`config.mk`:
```
export PLATFORM = sky130hd
export DESIGN_NAME = asf_status_flags
export DESIGN_NICKNAME = d
export VERILOG_FILES = /design/src/core/asf_pkg.sv /design/src/core/asf_pin_sync.sv /design/src/core/asf_status_flags.sv
export VERILOG_INCLUDE_DIRS = /design/src /design/src/core
export SDC_FILE = /design/constraint.sdc
export NUM_CORES = 1
export LEC_CHECK = 0
export BUFFER_PORTS_ARGS = -buffer_cell sky130_fd_sc_hd__buf_2
export CAP_MARGIN = 20
export CORE_MARGIN = 2
export CORE_UTILIZATION = 58
export DETAILED_ROUTE_END_ITERATION = 10
export GPL_TIMING_DRIVEN = 1
export PLACE_DENSITY = 0.89
export SYNTH_ARGS = -nofsm -noshare
export SYNTH_HDL_FRONTEND = slang
export SYNTH_SLANG_ARGS = --single-unit
```
`constraint.sdc`:
```
create_clock -name CLK_SYS -period 2.7 [get_ports CLK_SYS]
set_input_delay 0.405 -clock CLK_SYS [delete_from_list [all_inputs] [get_ports CLK_SYS]]
set_output_delay 0.405 -clock CLK_SYS [all_outputs]
set_load 0.02 [all_outputs]
```
`src/core/asf_defs.svh`:
```
`ifndef ASF_DEFS_SVH
`define ASF_DEFS_SVH

// ==========================================================
// register map and command byte
`define ASF_ADDR_STATUS 6'h00
`define ASF_ADDR_DATA 6'h04
`define ASF_STATUS_RESET 8'h80
`define ASF_CMD_WEN_BIT 7
`define ASF_CMD_RW_BIT 6

// ==========================================================
// result saturation values
`define ASF_RES_ALL_ONES 24'hFFFFFF
`define ASF_RES_ALL_ZERO 24'h000000

// ==========================================================
// last command bit index and serial read lengths in bits
`define ASF_CMD_LAST 6'h07
`define ASF_LEN_STATUS 6'h08
`define ASF_LEN_DATA 6'h18
`define ASF_LEN_DATA_STAT 6'h20

`endif

```
`src/core/asf_pkg.sv`:
```
package asf_pkg;

	// ==========================================================
	// status byte layout, bit 7 down to bit 0
	typedef struct packed {
		logic rdy;
		logic range_err;
		logic crc_err;
		logic integ_err;
		logic [1:0] rsvd;
		logic [1:0] chan;
	} asf_status_t;

	// ==========================================================
	// serial port sequencing
	typedef enum logic [1:0] {
		ASF_IDLE,
		ASF_CMD,
		ASF_READ,
		ASF_SKIP
	} asf_state_t;

endpackage : asf_pkg

```
`src/core/asf_pin_sync.sv`:
```
module asf_pin_sync #(
	parameter int W = 3,
	parameter logic [W-1:0] RST_VAL = '1
) (
	input wire logic clk,
	input wire logic rst_b,
	input wire logic [W-1:0] din,
	output logic [W-1:0] dout
);

	logic [W-1:0] ff1;
	logic [W-1:0] ff2;
	logic [W-1:0] ff3;
	logic [W-1:0] next_dout;

	// a bit moves only once stages two and three agree
	always_comb begin
		for (int i = 0; i < W; i++) begin
			next_dout[i] = (ff2[i] == ff3[i]) ? ff3[i] : dout[i];
		end
	end

	always_ff @(posedge clk) begin
		if (!rst_b) begin
			ff1 <= RST_VAL;
			ff2 <= RST_VAL;
			ff3 <= RST_VAL;
			dout <= RST_VAL;
		end else begin
			ff1 <= din;
			ff2 <= ff1;
			ff3 <= ff2;
			dout <= next_dout;
		end
	end

endmodule : asf_pin_sync

```
`src/core/asf_status_flags.sv`:
```
`include "asf_defs.svh"

// How it works
// - read-only status at 0x00, resets to 0x80
// - eight bits of converter and port state
// - append status after data when enabled
// - idle chip select low mirrors ready flag
// - new result written clears ready flag, except in calibration mode
// - calibration mode: calibration write clears ready
// - data register read sets ready flag
// - saturate out-of-range results, flag bit 6
// - range flag updates only on result writes
// - failed write checksum sets bit 5
// - status read clears checksum error flag
// - integrity check sets bit 4 on change
// - integrity flag cleared only by disabling check
// - bits 1:0 hold result channel index
// - channel tag latched with each result
// - command bit 7 zero, bit 6 read
module asf_status_flags import asf_pkg::*; #(
	parameter int SUM_W = 16
) (
	input wire logic CLK_SYS,
	input wire logic RST_B,
	input wire logic CS_B,
	input wire logic SCLK,
	input wire logic DIN,
	output logic DOUT,
	output logic DOUT_OE_B,
	input wire logic RESULT_WR,
	input wire logic [23:0] RESULT_RAW,
	input wire logic OVERRANGE,
	input wire logic UNDERRANGE,
	input wire logic [1:0] RESULT_CHAN,
	input wire logic CAL_MODE,
	input wire logic CAL_WR,
	input wire logic WR_CRC_FAIL,
	input wire logic DATA_STAT_EN,
	input wire logic REG_CHECK_EN,
	input wire logic [SUM_W-1:0] REG_SUM
);

	if (SUM_W < 1 || SUM_W > 32) begin : g_chk
		$error("SUM_W must be 1 to 32");
	end

	// ==========================================================
	// pin synchronisers
	logic cs_b_s;
	logic sclk_s;
	logic din_s;
	logic sclk_d;
	logic sclk_rise;
	logic sclk_fall;

	asf_pin_sync #(.W(3), .RST_VAL(3'h7)) u_sync (
		.clk(CLK_SYS),
		.rst_b(RST_B),
		.din({CS_B, SCLK, DIN}),
		.dout({cs_b_s, sclk_s, din_s})
	);

	assign sclk_rise = sclk_s & ~sclk_d;
	assign sclk_fall = ~sclk_s & sclk_d;

	// ==========================================================
	// status flags and data register
	asf_status_t flags;
	asf_status_t next_flags;
	logic [23:0] data_reg;
	logic [23:0] next_data_reg;
	logic [SUM_W-1:0] sum_ref;
	logic [SUM_W-1:0] next_sum_ref;
	logic check_en_d;
	logic rdy_clr;
	logic rd_stat_ld;
	logic rd_data_ld;

	assign rdy_clr = CAL_MODE ? CAL_WR : RESULT_WR;

	always_comb begin
		next_flags = flags;
		next_data_reg = data_reg;
		next_sum_ref = sum_ref;
		// a ready clear (a result outside calibration mode, or a calibration write in it) beats a read in the same cycle
		if (rd_data_ld) begin
			next_flags.rdy = 1'b1;
		end
		if (rdy_clr) begin
			next_flags.rdy = 1'b0;
		end
		if (RESULT_WR) begin
			if (OVERRANGE) begin
				next_data_reg = `ASF_RES_ALL_ONES;
			end else if (UNDERRANGE) begin
				next_data_reg = `ASF_RES_ALL_ZERO;
			end else begin
				next_data_reg = RESULT_RAW;
			end
			next_flags.range_err = OVERRANGE | UNDERRANGE;
			next_flags.chan = RESULT_CHAN;
		end
		if (rd_stat_ld) begin
			next_flags.crc_err = 1'b0;
		end
		if (WR_CRC_FAIL) begin
			next_flags.crc_err = 1'b1;
		end
		if (!REG_CHECK_EN) begin
			next_flags.integ_err = 1'b0;
		end else if (!check_en_d) begin
			next_sum_ref = REG_SUM; // reference taken as check is enabled
		end else if (REG_SUM != sum_ref) begin
			next_flags.integ_err = 1'b1;
		end
		next_flags.rsvd = 2'h0;
	end

	always_ff @(posedge CLK_SYS) begin
		if (!RST_B) begin
			flags <= `ASF_STATUS_RESET;
			data_reg <= `ASF_RES_ALL_ZERO;
			sum_ref <= '0;
			check_en_d <= 1'b0;
		end else begin
			flags <= next_flags;
			data_reg <= next_data_reg;
			sum_ref <= next_sum_ref;
			check_en_d <= REG_CHECK_EN;
		end
	end

	// ==========================================================
	// serial port: command byte, then read-out
	asf_state_t st;
	asf_state_t next_st;
	logic [7:0] cmd_sh;
	logic [7:0] next_cmd_sh;
	logic [7:0] cmd_full;
	logic [5:0] cnt;
	logic [5:0] next_cnt;
	logic [5:0] rd_len;
	logic [5:0] next_rd_len;
	logic [31:0] shreg;
	logic [31:0] next_shreg;
	logic next_dout;

	assign cmd_full = {cmd_sh[6:0], din_s};

	always_comb begin
		next_st = st;
		next_cmd_sh = cmd_sh;
		next_cnt = cnt;
		next_rd_len = rd_len;
		next_shreg = shreg;
		next_dout = DOUT;
		rd_stat_ld = 1'b0;
		rd_data_ld = 1'b0;
		if (cs_b_s) begin
			next_st = ASF_IDLE;
			next_cnt = 6'h00;
			next_dout = 1'b1;
		end else begin
			case (st)
				ASF_IDLE: begin
					next_st = ASF_CMD;
					next_cnt = 6'h00;
					next_dout = flags.rdy;
				end
				ASF_CMD: begin
					if (sclk_rise) begin
						next_cmd_sh = cmd_full;
						next_cnt = cnt + 6'h01;
						if (cnt == `ASF_CMD_LAST) begin
							next_cnt = 6'h00;
							// a set enable bit is no command; keep listening
							if (cmd_full[`ASF_CMD_WEN_BIT]) begin
								next_st = ASF_CMD;
							end else if (!cmd_full[`ASF_CMD_RW_BIT]) begin
								next_st = ASF_SKIP;
							end else if (cmd_full[5:0] == `ASF_ADDR_STATUS) begin
								next_st = ASF_READ;
								rd_stat_ld = 1'b1;
								next_rd_len = `ASF_LEN_STATUS;
								next_shreg = {flags, 24'h000000};
							end else if (cmd_full[5:0] == `ASF_ADDR_DATA) begin
								next_st = ASF_READ;
								rd_data_ld = 1'b1;
								next_rd_len = DATA_STAT_EN ? `ASF_LEN_DATA_STAT
									: `ASF_LEN_DATA;
								next_shreg = {data_reg, flags};
							end else begin
								// registers outside this block read as zero
								next_st = ASF_READ;
								next_rd_len = `ASF_LEN_STATUS;
								next_shreg = 32'h00000000;
							end
						end
					end
					next_dout = flags.rdy;
				end
				ASF_READ: begin
					if (sclk_fall) begin
						if (cnt == rd_len) begin
							next_st = ASF_CMD;
							next_cnt = 6'h00;
							next_dout = flags.rdy;
						end else begin
							next_dout = shreg[31];
							next_shreg = {shreg[30:0], 1'b0};
							next_cnt = cnt + 6'h01;
						end
					end
				end
				ASF_SKIP: begin
					next_dout = flags.rdy;
				end
				default: begin
					next_st = ASF_IDLE;
				end
			endcase
		end
	end

	always_ff @(posedge CLK_SYS) begin
		if (!RST_B) begin
			st <= ASF_IDLE;
			cmd_sh <= 8'h00;
			cnt <= 6'h00;
			rd_len <= 6'h00;
			shreg <= 32'h00000000;
			sclk_d <= 1'b1;
			DOUT <= 1'b1;
			DOUT_OE_B <= 1'b1;
		end else begin
			st <= next_st;
			cmd_sh <= next_cmd_sh;
			cnt <= next_cnt;
			rd_len <= next_rd_len;
			shreg <= next_shreg;
			sclk_d <= sclk_s;
			DOUT <= next_dout;
			DOUT_OE_B <= cs_b_s;
		end
	end
endmodule : asf_status_flags

```
== Word-level counts from Yosys, hierarchy flattened ==
Cells that the tools add are included.
Cells by class
  $add $sub $neg: 1
  multiply operators: 0
  divide/modulo/power cells: 0
  $lt $le $gt $ge: 0
  equality and inequality tests: 17
  shift-type cells: 0
  multiplexer cells: 49
  bitwise gates (word level): 9
  reductions and logical operators: 16
Operators by type and width (number)
  $mux 32: 8
  $pmux 32 s2: 1
  $mux 24: 2
  $mux 6: 7
  $mux 1: 23
  $pmux 6 s3: 1
  $ne 16x16->1: 1
  $ne 2x2->1 const B: 7
  $eq 6x3->1 const B: 2
  $mux 2: 5
  $reduce_and 8->1: 1
  $add 6x1->6 const B: 1
  $eq 6x6->1: 1
  $logic_not 6->1: 1
  $not 1->1: 6
  $pmux 2 s3: 1
  $reduce_and 2->1: 3
  $reduce_and 3->1: 2
  $reduce_and 6->1: 1
  $reduce_bool 2->1: 3
  $reduce_and 5->1: 1
  $eq 2x2->1 const B: 2
  $eq 1x1->1: 3
  $reduce_bool 3->1: 1
  7 further kinds: 8
Word-level totals
  flip-flop bits (word level): 117
  bits in latches: 0
  RAM bits: 0
  bits in read-only memories: 0
  input bits: 55
  output and inout port bits: 2
  word-level logic and storage cells: 115
  memories kept: 0

== Logic depth before layout (Yosys ltp) ==
Gate-level depths: netlist of the first run.
  depth after elaboration: 11
  mapped depth: 9
  gate-level depth less buffers: 7

== Cells and area by module ==
From an unflattened synthesis of the first run, not the netlist that was laid out.
Unflattened totals
  cell total of the unflattened synthesis: 546
  area, all modules: 4898.4 um^2
Modules (own cells, without submodules)
  asf_status_flags: times used 1, cells an instance 515, area an instance 4535.6 um^2, sequential area each 2001.9 um^2
  asf_pin_sync: times used 1, cells an instance 31, area an instance 362.8 um^2, sequential area each 240.2 um^2

== Worst setup path after synthesis of the first run ==
Ideal clock, no wire load.
  path type: register to register
  start: register cnt[3]
  end: register shreg[31]
  setup time: 0.116 ns
  data arrival time: 2.071 ns
  path slack: 0.513 ns
  stages on the path, launching flop included: 9
  period minus slack after synthesis: 2.187 ns
  cell sequence: dfxtp_1 buf_6 or3_1 or4_1 buf_2 o22ai_4 buf_6 o211ai_1 o211a_1
Between the ends
  word-level cells in the longest chain between the ends: 3
  elaborated cells between the ends (all ways): 5
  those cells by class: eq/ne: 4; reduce/logical: 1
RTL lines
  from (decl): line asf_status_flags.sv:140  | logic [5:0] cnt;
  from (signal assigned): line asf_status_flags.sv:238  | cnt <= next_cnt;
  $eq 6x6->1 or $eq 6x3->1 (tied branches)
  $ne 2x2->1 (no line)
  $reduce_and 8->1 (no line) *
  to (signal assigned): line asf_status_flags.sv:240  | shreg <= next_shreg;
  to (decl): line asf_status_flags.sv:144  | logic [31:0] shreg;
Every way passes the cells marked *; elsewhere a longest branch is shown, timed or not.
A chain may end at the register's enable or synchronous reset.

== Worst setup path in the final report of the first run ==
Ends and elaborated chain as after synthesis.

==> flow_summary.toml, run 1 <==
[run_status]
outcome = "complete, no violations"

[worst_setup_path]
rrSetupSlack_ps = 310
end_kind = "flip-flop"
crit_fanout = 38
startpoint_type = "flip-flop"
arrival_ps = 2660
crit-reg2reg-launch = "cnt[3]$_SDFFE_PP0P_"
crit_type = "flip-flop to flip-flop"
critPathRequiredTime_ps = 2970
cp-endpoint = "shreg[31]$_SDFFE_PN0P_"
crit_start = "cnt[3]$_SDFFE_PP0P_"
r2r_end = "shreg[31]$_SDFFE_PN0P_"
reg2reg_depth = 6

[cts]
cts_root_buffer = "clkbuf_8"
cts_hold_buf = 0
tritoncts = "done"
clockBufferDepth = 2
cts.sink_count = 112
cts-buffers-inserted = 9
path_clk_slew_ps = 100
clkLatencyLatePin_ps = 370
htreeDepth = 3
postCtsSetupRepairBufs = 0
cts_resized = 0

[synth]
postSynthAreaPerCell_um2 = 8.87
synth.distinct_cells = 43
synth_edf_count = 0
synth_flop_cell = "dfxtp_1"
synth.top_cell.area_share_pct = 47.2
syn-instance-count = 536
synth.area.top_cells = "dfxtp_1 (47%), a21oi_1 (6.2%), o21ai_0 (5.3%)"
synth.yosys.seq_area_share_pct = 47.2
synth_top_area_cell = "dfxtp_1"
syn-cell-area_mm2 = 0.00475
ys_ff_latch = 112
ys_warn_count = 0
syn-num-nets = 597
ys_async_sr_fraction_pct = 0

[timing]
maxSlewHeadroom_pct = 35.0
fin_crit_sh_pct = 88.7
finalSetupTns_ps = 0
rsz0062_at_grt = "no"
min_period_ps = 2390
setup_ws_ps = 305
hold_viol = 0
fmax_mhz = 418
final.setup_skew_ps = 8.76
setup_viol = 0
tightestPinTransition_ps = 965
drv_slew = 0

[global_route]
grtUsageTotal_pct = 22.3
antenna_found_initial = 0
overflow = 0
grt_pass1_vias = 3557
grt_pass1_wl_um = 15900
grt_max_degree = 49

[power]
p_per_area_mw_per_mm2 = 561
vdd_ir_drop_max_mv = 0.394
leakage_nw = 2.06

[floorplanning]
rows = 33
initial_utilization_pct = 58.7
die_h_um = 94.5
die_x_um = 94.5
io_pins = 57
core_mm2 = 0.00809
die-area_mm2 = 0.00894

[final_layout]
fin_nets = 630
area_growth_pct = 10.2
largest_register_ffs = 32
final_cells = 679
antenna_cells = 0
fillers = 672
drive_gt1_share_pct = 14.8

[min_path]
hp-class = "primary input to flip-flop"
min_from = "CS_B"

[route]
num_vias = 3900
drt-pass1-iter-count = 5
drtAntennaViolNets = 0
drc = 0
drt-total-wl_um = 9730
wire_per_inst_um = 14.3
viasPerCell = 5.74
drtIter0Drc = 233

[placement]
port_buffers = 56
dp.cells = 663
gp_congestion = 0.898
hpwl_um = 6530
place_ws_ps = 338

[run]
drv_cap = 0
==> through the flow <==
step	cell area (µm²)	util, %	hold slack, ps	total power (W)
floorplan	4750	-	386	0.00188
global placement	5030	62.2	392	0.00195
detailed placement	5030	62.2	394	0.00196
CTS	5240	64.7	202	0.00296
global route	5240	64.7	213	0.00305
finish	5240	64.7	209	0.00294
==> power by group <==
group | switching, W | total (W) | internal [W]
clock network | 0.000556 | 0.00102 | 0.000460
registers | 0.0000324 | 0.00174 | 0.00170
logic | 0.000102 | 0.000187 | 0.0000853
total | 0.000690 | 0.00294 | 0.00225
==> cell type report <==
class / instances / area (µm²) / share of cell area [%]
repair buffers: 63 / 345 / 6.59
multi-input cells: 373 / 2280 / 43.5
clock buffers: 10 / 138 / 2.63
clock inverters: 6 / 66.3 / 1.27
well taps: 105 / 131 / 2.51
inverters: 10 / 37.5 / 0.717
flip-flops and latches: 112 / 2240 / 42.8
==> cell usage in the layout, fill, tap and decap left out, types with 2 or more instances in the layout <==
master,n
nand3_1,5
o211ai_1,6
and2_1,3
nand2_1,50
xor2_1,19
ha_1,6
nor4_2,2
nand3b_1,6
nand2b_1,17
nor2b_1,14
dfxtp_1,112
nor2_1,36
buf_2,56
inv_6,2
and3_1,2
or4_1,2
clkbuf_8,10
a21oi_1,59
o21a_1,2
a31oi_1,4
o2111ai_1,2
nor4_1,5
o21ai_1,3
o21ai_0,50
clkinv_2,2
or3_1,2
mux2i_1,19
buf_4,6
inv_1,10
a22oi_1,24
o211a_1,6
a21boi_0,17
==> cells in the mapped netlist (6+ instances only) <==
master and n:
nand2_1 50, mux2i_1 19, inv_1 10, buf_6 6
o211a_1 6, a21oi_1 59, ha_1 6, o21ai_0 50
nor4_1 6, nor2b_1 14, a21boi_0 17, clkbuf_1 31
dfxtp_1 112, nand2b_1 17, nor2_1 36, o211ai_1 6
xor2_1 19, nand3b_1 6, a22oi_1 24
==> worst min-delay path by stage <==
stage / endpoint / slack, ps / cells past startpoint
2_1_floorplan: u_sync.ff2[0]$_SDFF_PN1_ / 390 / 1
3_3_place_gp: u_sync.ff2[2]$_SDFF_PN1_ / 390 / 1
3_5_place_dp: u_sync.ff2[2]$_SDFF_PN1_ / 390 / 1
4_1_cts: u_sync.ff1[2]$_SDFF_PN1_ / 200 / 2
5_1_grt: u_sync.ff1[1]$_SDFF_PN1_ / 210 / 2
6_report: u_sync.ff1[2]$_SDFF_PN1_ / 210 / 2
==> kinds of logic after synthesis <==
family | after synthesis | synth area share [%]
AOI/OAI and AO/OA | 178 | 22.9
and+or+nand+nor | 151 | 15.8
DFF | 112 | 47.2
buffers and inverters | 51 | 5.03
xor gates and xnor gates | 19 | 3.50
muxes | 19 | 4.00
adders and majority gates | 6 | 1.58
==> routing by layer <==
| layer | vias to the layer above | GRT usage, % | part of all wire, % |
|---|---|---|---|
| li1 | 1940 | - | - |
| met1 | 1836 | 28.0 | 45 |
| met2 | 106 | 38.2 | 49 |
| met3 | 18 | 4.39 | 4.6 |
| met4 | 0 | 7.85 | 1.8 |
| met5 | - | 0 | 0 |
==> critical path: stages, from the launching register on <==
cell      delay (ps)
dfxtp_1          380
or3_1            400
or4_1            680
o22ai_4          210
buf_4            330
o211ai_1         150
o211a_1          140
No activity file was read; power rests on OpenSTA's default activity.
==> run 2: changes to the inputs <==
- CORE_UTILIZATION: 58 -> 30
- PLACE_DENSITY: 0.89 -> 0.56
==> flow_summary.toml, run 2 (synthesized netlist as in run 1, its figures left out) <==
[min_path]
whs_endpoint = "u_sync.ff1[2]$_SDFF_PN1_"
hp-class = "primary input to flip-flop"
min_from = "CS_B"
min_path_cells = 2

[final_layout]
stdcell_area_mm2 = 0.00551
final_cell_mix = "dfxtp_1 (112), a21oi_1 (59), buf_2 (56)"
multi_input_area_mm2 = 0.00228
final_common_cell = "dfxtp_1"
fin_nets = 630
fillers = 1636
area_growth_pct = 15.9
largest_register_ffs = 32
antenna_cells = 0
seqCellArea_mm2 = 0.00224
drive_gt1_share_pct = 14.6

[route]
met2RoutedLength_um = 4670
routed.top_layer = "met4"
drtAntennaViolNets = 0
wire_per_inst_um = 12.8
wl_met1_um = 4820
dr_wl_met3_um = 418
drt-pass1-iter-count = 4
drt-total-wl_um = 10100
drc = 0
viasPerCell = 4.74
drtIter0Drc = 201
num_vias = 3743

[worst_setup_path]
crit-reg2reg-launch = "cnt[3]$_SDFFE_PP0P_"
critPathRequiredTime_ps = 2950
cp_top_family = "simple AND/OR/NAND/NOR gates"
crit_type = "flip-flop to flip-flop"
rrSetupSlack_ps = 330
crit_buf_inv = 1
reg2reg_depth = 6
r2r_end = "shreg[25]$_SDFFE_PN0P_"
arrival_ps = 2610
slowest_stage = "or4_1"
crit_fanout = 62
cp_cell_sequence = "or3_1 -> or4_1 -> o22ai_4 -> buf_12 -> o211ai_1 -> o211a_1"
startpoint_type = "flip-flop"
cpPeakStageDelay_ps = 670
end_kind = "flip-flop"

[floorplanning]
core_mm2 = 0.0157
die_x_um = 130
rows = 46
initial_utilization_pct = 30.4
die_h_um = 130
io_pins = 57
die-area_mm2 = 0.0169

[power]
leakage_nw = 2.11
p_per_area_mw_per_mm2 = 609
vdd_ir_drop_max_mv = 0.386

[global_route]
antenna_found_initial = 0
grt_pass1_vias = 3472
grt_pass1_wl_um = 16900
overflow = 0
grtUsageTotal_pct = 12.6
grt_max_degree = 102

[cts]
clockBufferDepth = 2
cts.sink_count = 112
tritoncts = "done"
cts-buffers-inserted = 9
path_clk_slew_ps = 70
postCtsSetupRepairBufs = 0
cts_resized = 0
htreeDepth = 3
clkLatencyLatePin_ps = 350
cts_root_buffer = "clkbuf_16"
cts_hold_buf = 0

[timing]
tightestPinTransition_ps = 962
fin_crit_sh_pct = 87.7
finalSetupTns_ps = 0
fmax_mhz = 422
drv_slew = 0
hold_viol = 0
maxSlewHeadroom_pct = 35.2
final.setup_skew_ps = 8.80
rsz0062_at_grt = "no"
min_period_ps = 2370
setup_viol = 0

[placement]
port_buffers = 56
place_area_mm2 = 0.00519
hpwl_um = 6740
gp_congestion = 0.800

[run]
drv_cap = 0

[run_status]
outcome = "complete, no violations"
[run 2: cell types whose count changed in the layout (fill, tap and decap cells not counted), moves of 2 or more]
cell	previous run	this run
clkbuf_16	0	9
clkbuf_8	10	1
clkinvlp_4	0	2
inv_6	2	0
[run 2: worst reg2reg max path, stage by stage (launching register included)]
cell and delay (ps):
dfxtp_1 380, or3_1 410, or4_1 670, o22ai_4 230, buf_12 260, o211ai_1 160
o211a_1 150
[run 2: cell type report]
| cell class | instances | share of cell area [%] |
|---|---|---|
| clock inverters | 5 | 1.45 |
| inverters | 10 | 0.681 |
| clock buffers | 11 | 4.41 |
| repair buffers | 63 | 6.50 |
| flip-flops and latches | 112 | 40.7 |
| multi-input cells | 373 | 41.4 |
| well taps | 216 | 4.91 |
[run 2: metrics by stage]
stage	hold WS [ps]	util, %	cells	setup WS (ps)	total power [W]
final	235	35.2	790	332	0.00336
after global routing	229	35.2	790	216	0.00349
after CTS	220	35.2	790	344	0.00341
after detailed placement	399	33.1	774	366	0.00197
after global placement	392	33.1	774	411	0.00196
after floorplan	386	-	536	513	0.00188
[run 2: how the worst max path moves through the flow]
stage | start | endpoint | slack [ps] | depth (start not counted)
after global placement | cnt[3]$_SDFFE_PP0P_ | shreg[2]$_SDFFE_PN0P_ | 410 | 6
after floorplan | cnt[3]$_SDFFE_PP0P_ | shreg[31]$_SDFFE_PN0P_ | 510 | 8
final | cnt[3]$_SDFFE_PP0P_ | shreg[25]$_SDFFE_PN0P_ | 330 | 6
after detailed placement | cnt[3]$_SDFFE_PP0P_ | shreg[25]$_SDFFE_PN0P_ | 370 | 6
after global routing | cnt[3]$_SDFFE_PP0P_ | shreg[25]$_SDFFE_PN0P_ | 220 | 6
after CTS | cnt[3]$_SDFFE_PP0P_ | shreg[25]$_SDFFE_PN0P_ | 340 | 6
[run 2: where the power goes]
part           leakage (nW)  internal [W]  switching, W
clock network         0.152      0.000837      0.000594
registers             0.915       0.00170     0.0000317
logic                  1.04     0.0000861      0.000103
[run 2: per-layer routing]
metal	vias to the layer above	track usage (%)
met1	1740	16.7
met3	11	2.26
met4	0	5.88
li1	1935	-
met5	-	0
met2	57	19.9
==> run 3: changes to the inputs <==
- CTS_BUF_LIST: not set -> sky130_fd_sc_hd__clkbuf_8
==> flow_summary.toml, run 3 (synthesized netlist as in run 1, its figures left out) <==
[cts]
cts_hold_buf = 0
clkLatencyLatePin_ps = 390
path_clk_slew_ps = 100
htreeDepth = 3
cts_root_buffer = "clkbuf_8"
clockBufferDepth = 2
postCtsSetupRepairBufs = 0
tritoncts = "done"
cts_resized = 0
cts.sink_count = 112
cts-buffers-inserted = 9

[final_layout]
fillers = 1646
final_cell_mix = "dfxtp_1 (112), a21oi_1 (59), buf_2 (56)"
area_growth_pct = 13.8
largest_register_ffs = 32
drive_gt1_share_pct = 14.6
antenna_cells = 0
final_common_cell = "dfxtp_1"
seqCellArea_mm2 = 0.00224
multi_input_area_mm2 = 0.00228
fin_nets = 630

[floorplanning]
die_x_um = 130
die-area_mm2 = 0.0169
die_h_um = 130
rows = 46
initial_utilization_pct = 30.4
io_pins = 57
core_mm2 = 0.0157

[power]
vdd_ir_drop_max_mv = 0.237
power.total_w = 0.00303
p_per_area_mw_per_mm2 = 560
leakage_nw = 2.07

[route]
num_vias = 3732
drtIter0Drc = 217
viasPerCell = 4.72
wire_per_inst_um = 12.8
drc = 0
drt-total-wl_um = 10100
drtAntennaViolNets = 0
drt-pass1-iter-count = 5

[global_route]
grt_max_degree = 102
grt_pass1_vias = 3468
antenna_found_initial = 0
grt_pass1_wl_um = 17000
grtUsageTotal_pct = 12.6
overflow = 0

[worst_setup_path]
critPathRequiredTime_ps = 2990
crit_fanout = 62
arrival_ps = 2660
rrSetupSlack_ps = 320
end_kind = "flip-flop"
crit_type = "flip-flop to flip-flop"
startpoint_type = "flip-flop"

[timing]
finalSetupTns_ps = 0
final.setup_skew_ps = 14.3
min_period_ps = 2380
hold_viol = 0
holdWs_ps = 201
fin_crit_sh_pct = 88.0
setup_viol = 0
fmax_mhz = 421
tightestPinTransition_ps = 957
rsz0062_at_grt = "no"
maxSlewHeadroom_pct = 35.5
drv_slew = 0

[min_path]
hp-class = "primary input to flip-flop"

[run_status]
outcome = "complete, no violations"

[placement]
port_buffers = 56
gp_congestion = 0.800
hpwl_um = 6740

[run]
drv_cap = 0
-- run 3: worst max-delay path, stage by stage, from the launching register on --
cell      delay, ps
dfxtp_1         390
or3_1           410
or4_1           670
o22ai_4         230
buf_12          260
o211ai_1        140
o211a_1         150
-- run 3: layer usage --
metal | vias up | track usage, % | share of wire (%) | wire length, µm
met4 | 0 | 5.88 | 1.3 | 135
met1 | 1739 | 16.9 | 49 | 4970
li1 | 1935 | - | - | -
met2 | 48 | 19.7 | 47 | 4750
met3 | 10 | 2.26 | 2.8 | 282
met5 | - | 0 | 0 | 0
-- run 3: worst paths after layout --
check	from	end	cells after the start
max	cnt[3]$_SDFFE_PP0P_	shreg[25]$_SDFFE_PN0P_	6
max reg2reg	cnt[3]$_SDFFE_PP0P_	shreg[25]$_SDFFE_PN0P_	6
min reg2reg	u_sync.ff1[1]$_SDFF_PN1_	u_sync.ff2[1]$_SDFF_PN1_	1
min	DIN	u_sync.ff1[0]$_SDFF_PN1_	2
-- run 3: final cells by class --
cell class	count	area share, %
clock inverters	6	1.55
well taps	216	5.00
clock buffers	10	2.55
repair buffers	63	6.62
multi-input cells	373	42.1
inverters	10	0.694
flip-flops and latches	112	41.5
-- run 3: through the flow --
stage               area [µm²]  setup slack, ps  util (%)  cells
global route              5410              209      34.5    790
detailed placement        5190              366      33.1    774
CTS                       5410              336      34.5    790
global placement          5190              411      33.1    774
finish                    5410              324      34.5    790
floorplan                 4750              513         -    536
-- run 3: where the power goes --
group	total, W	switching [W]	leakage (nW)	internal [W]
sequential	0.00174	0.0000316	0.915	0.00170
combinational	0.000189	0.000103	1.04	0.0000860
clock	0.00111	0.000564	0.110	0.000543
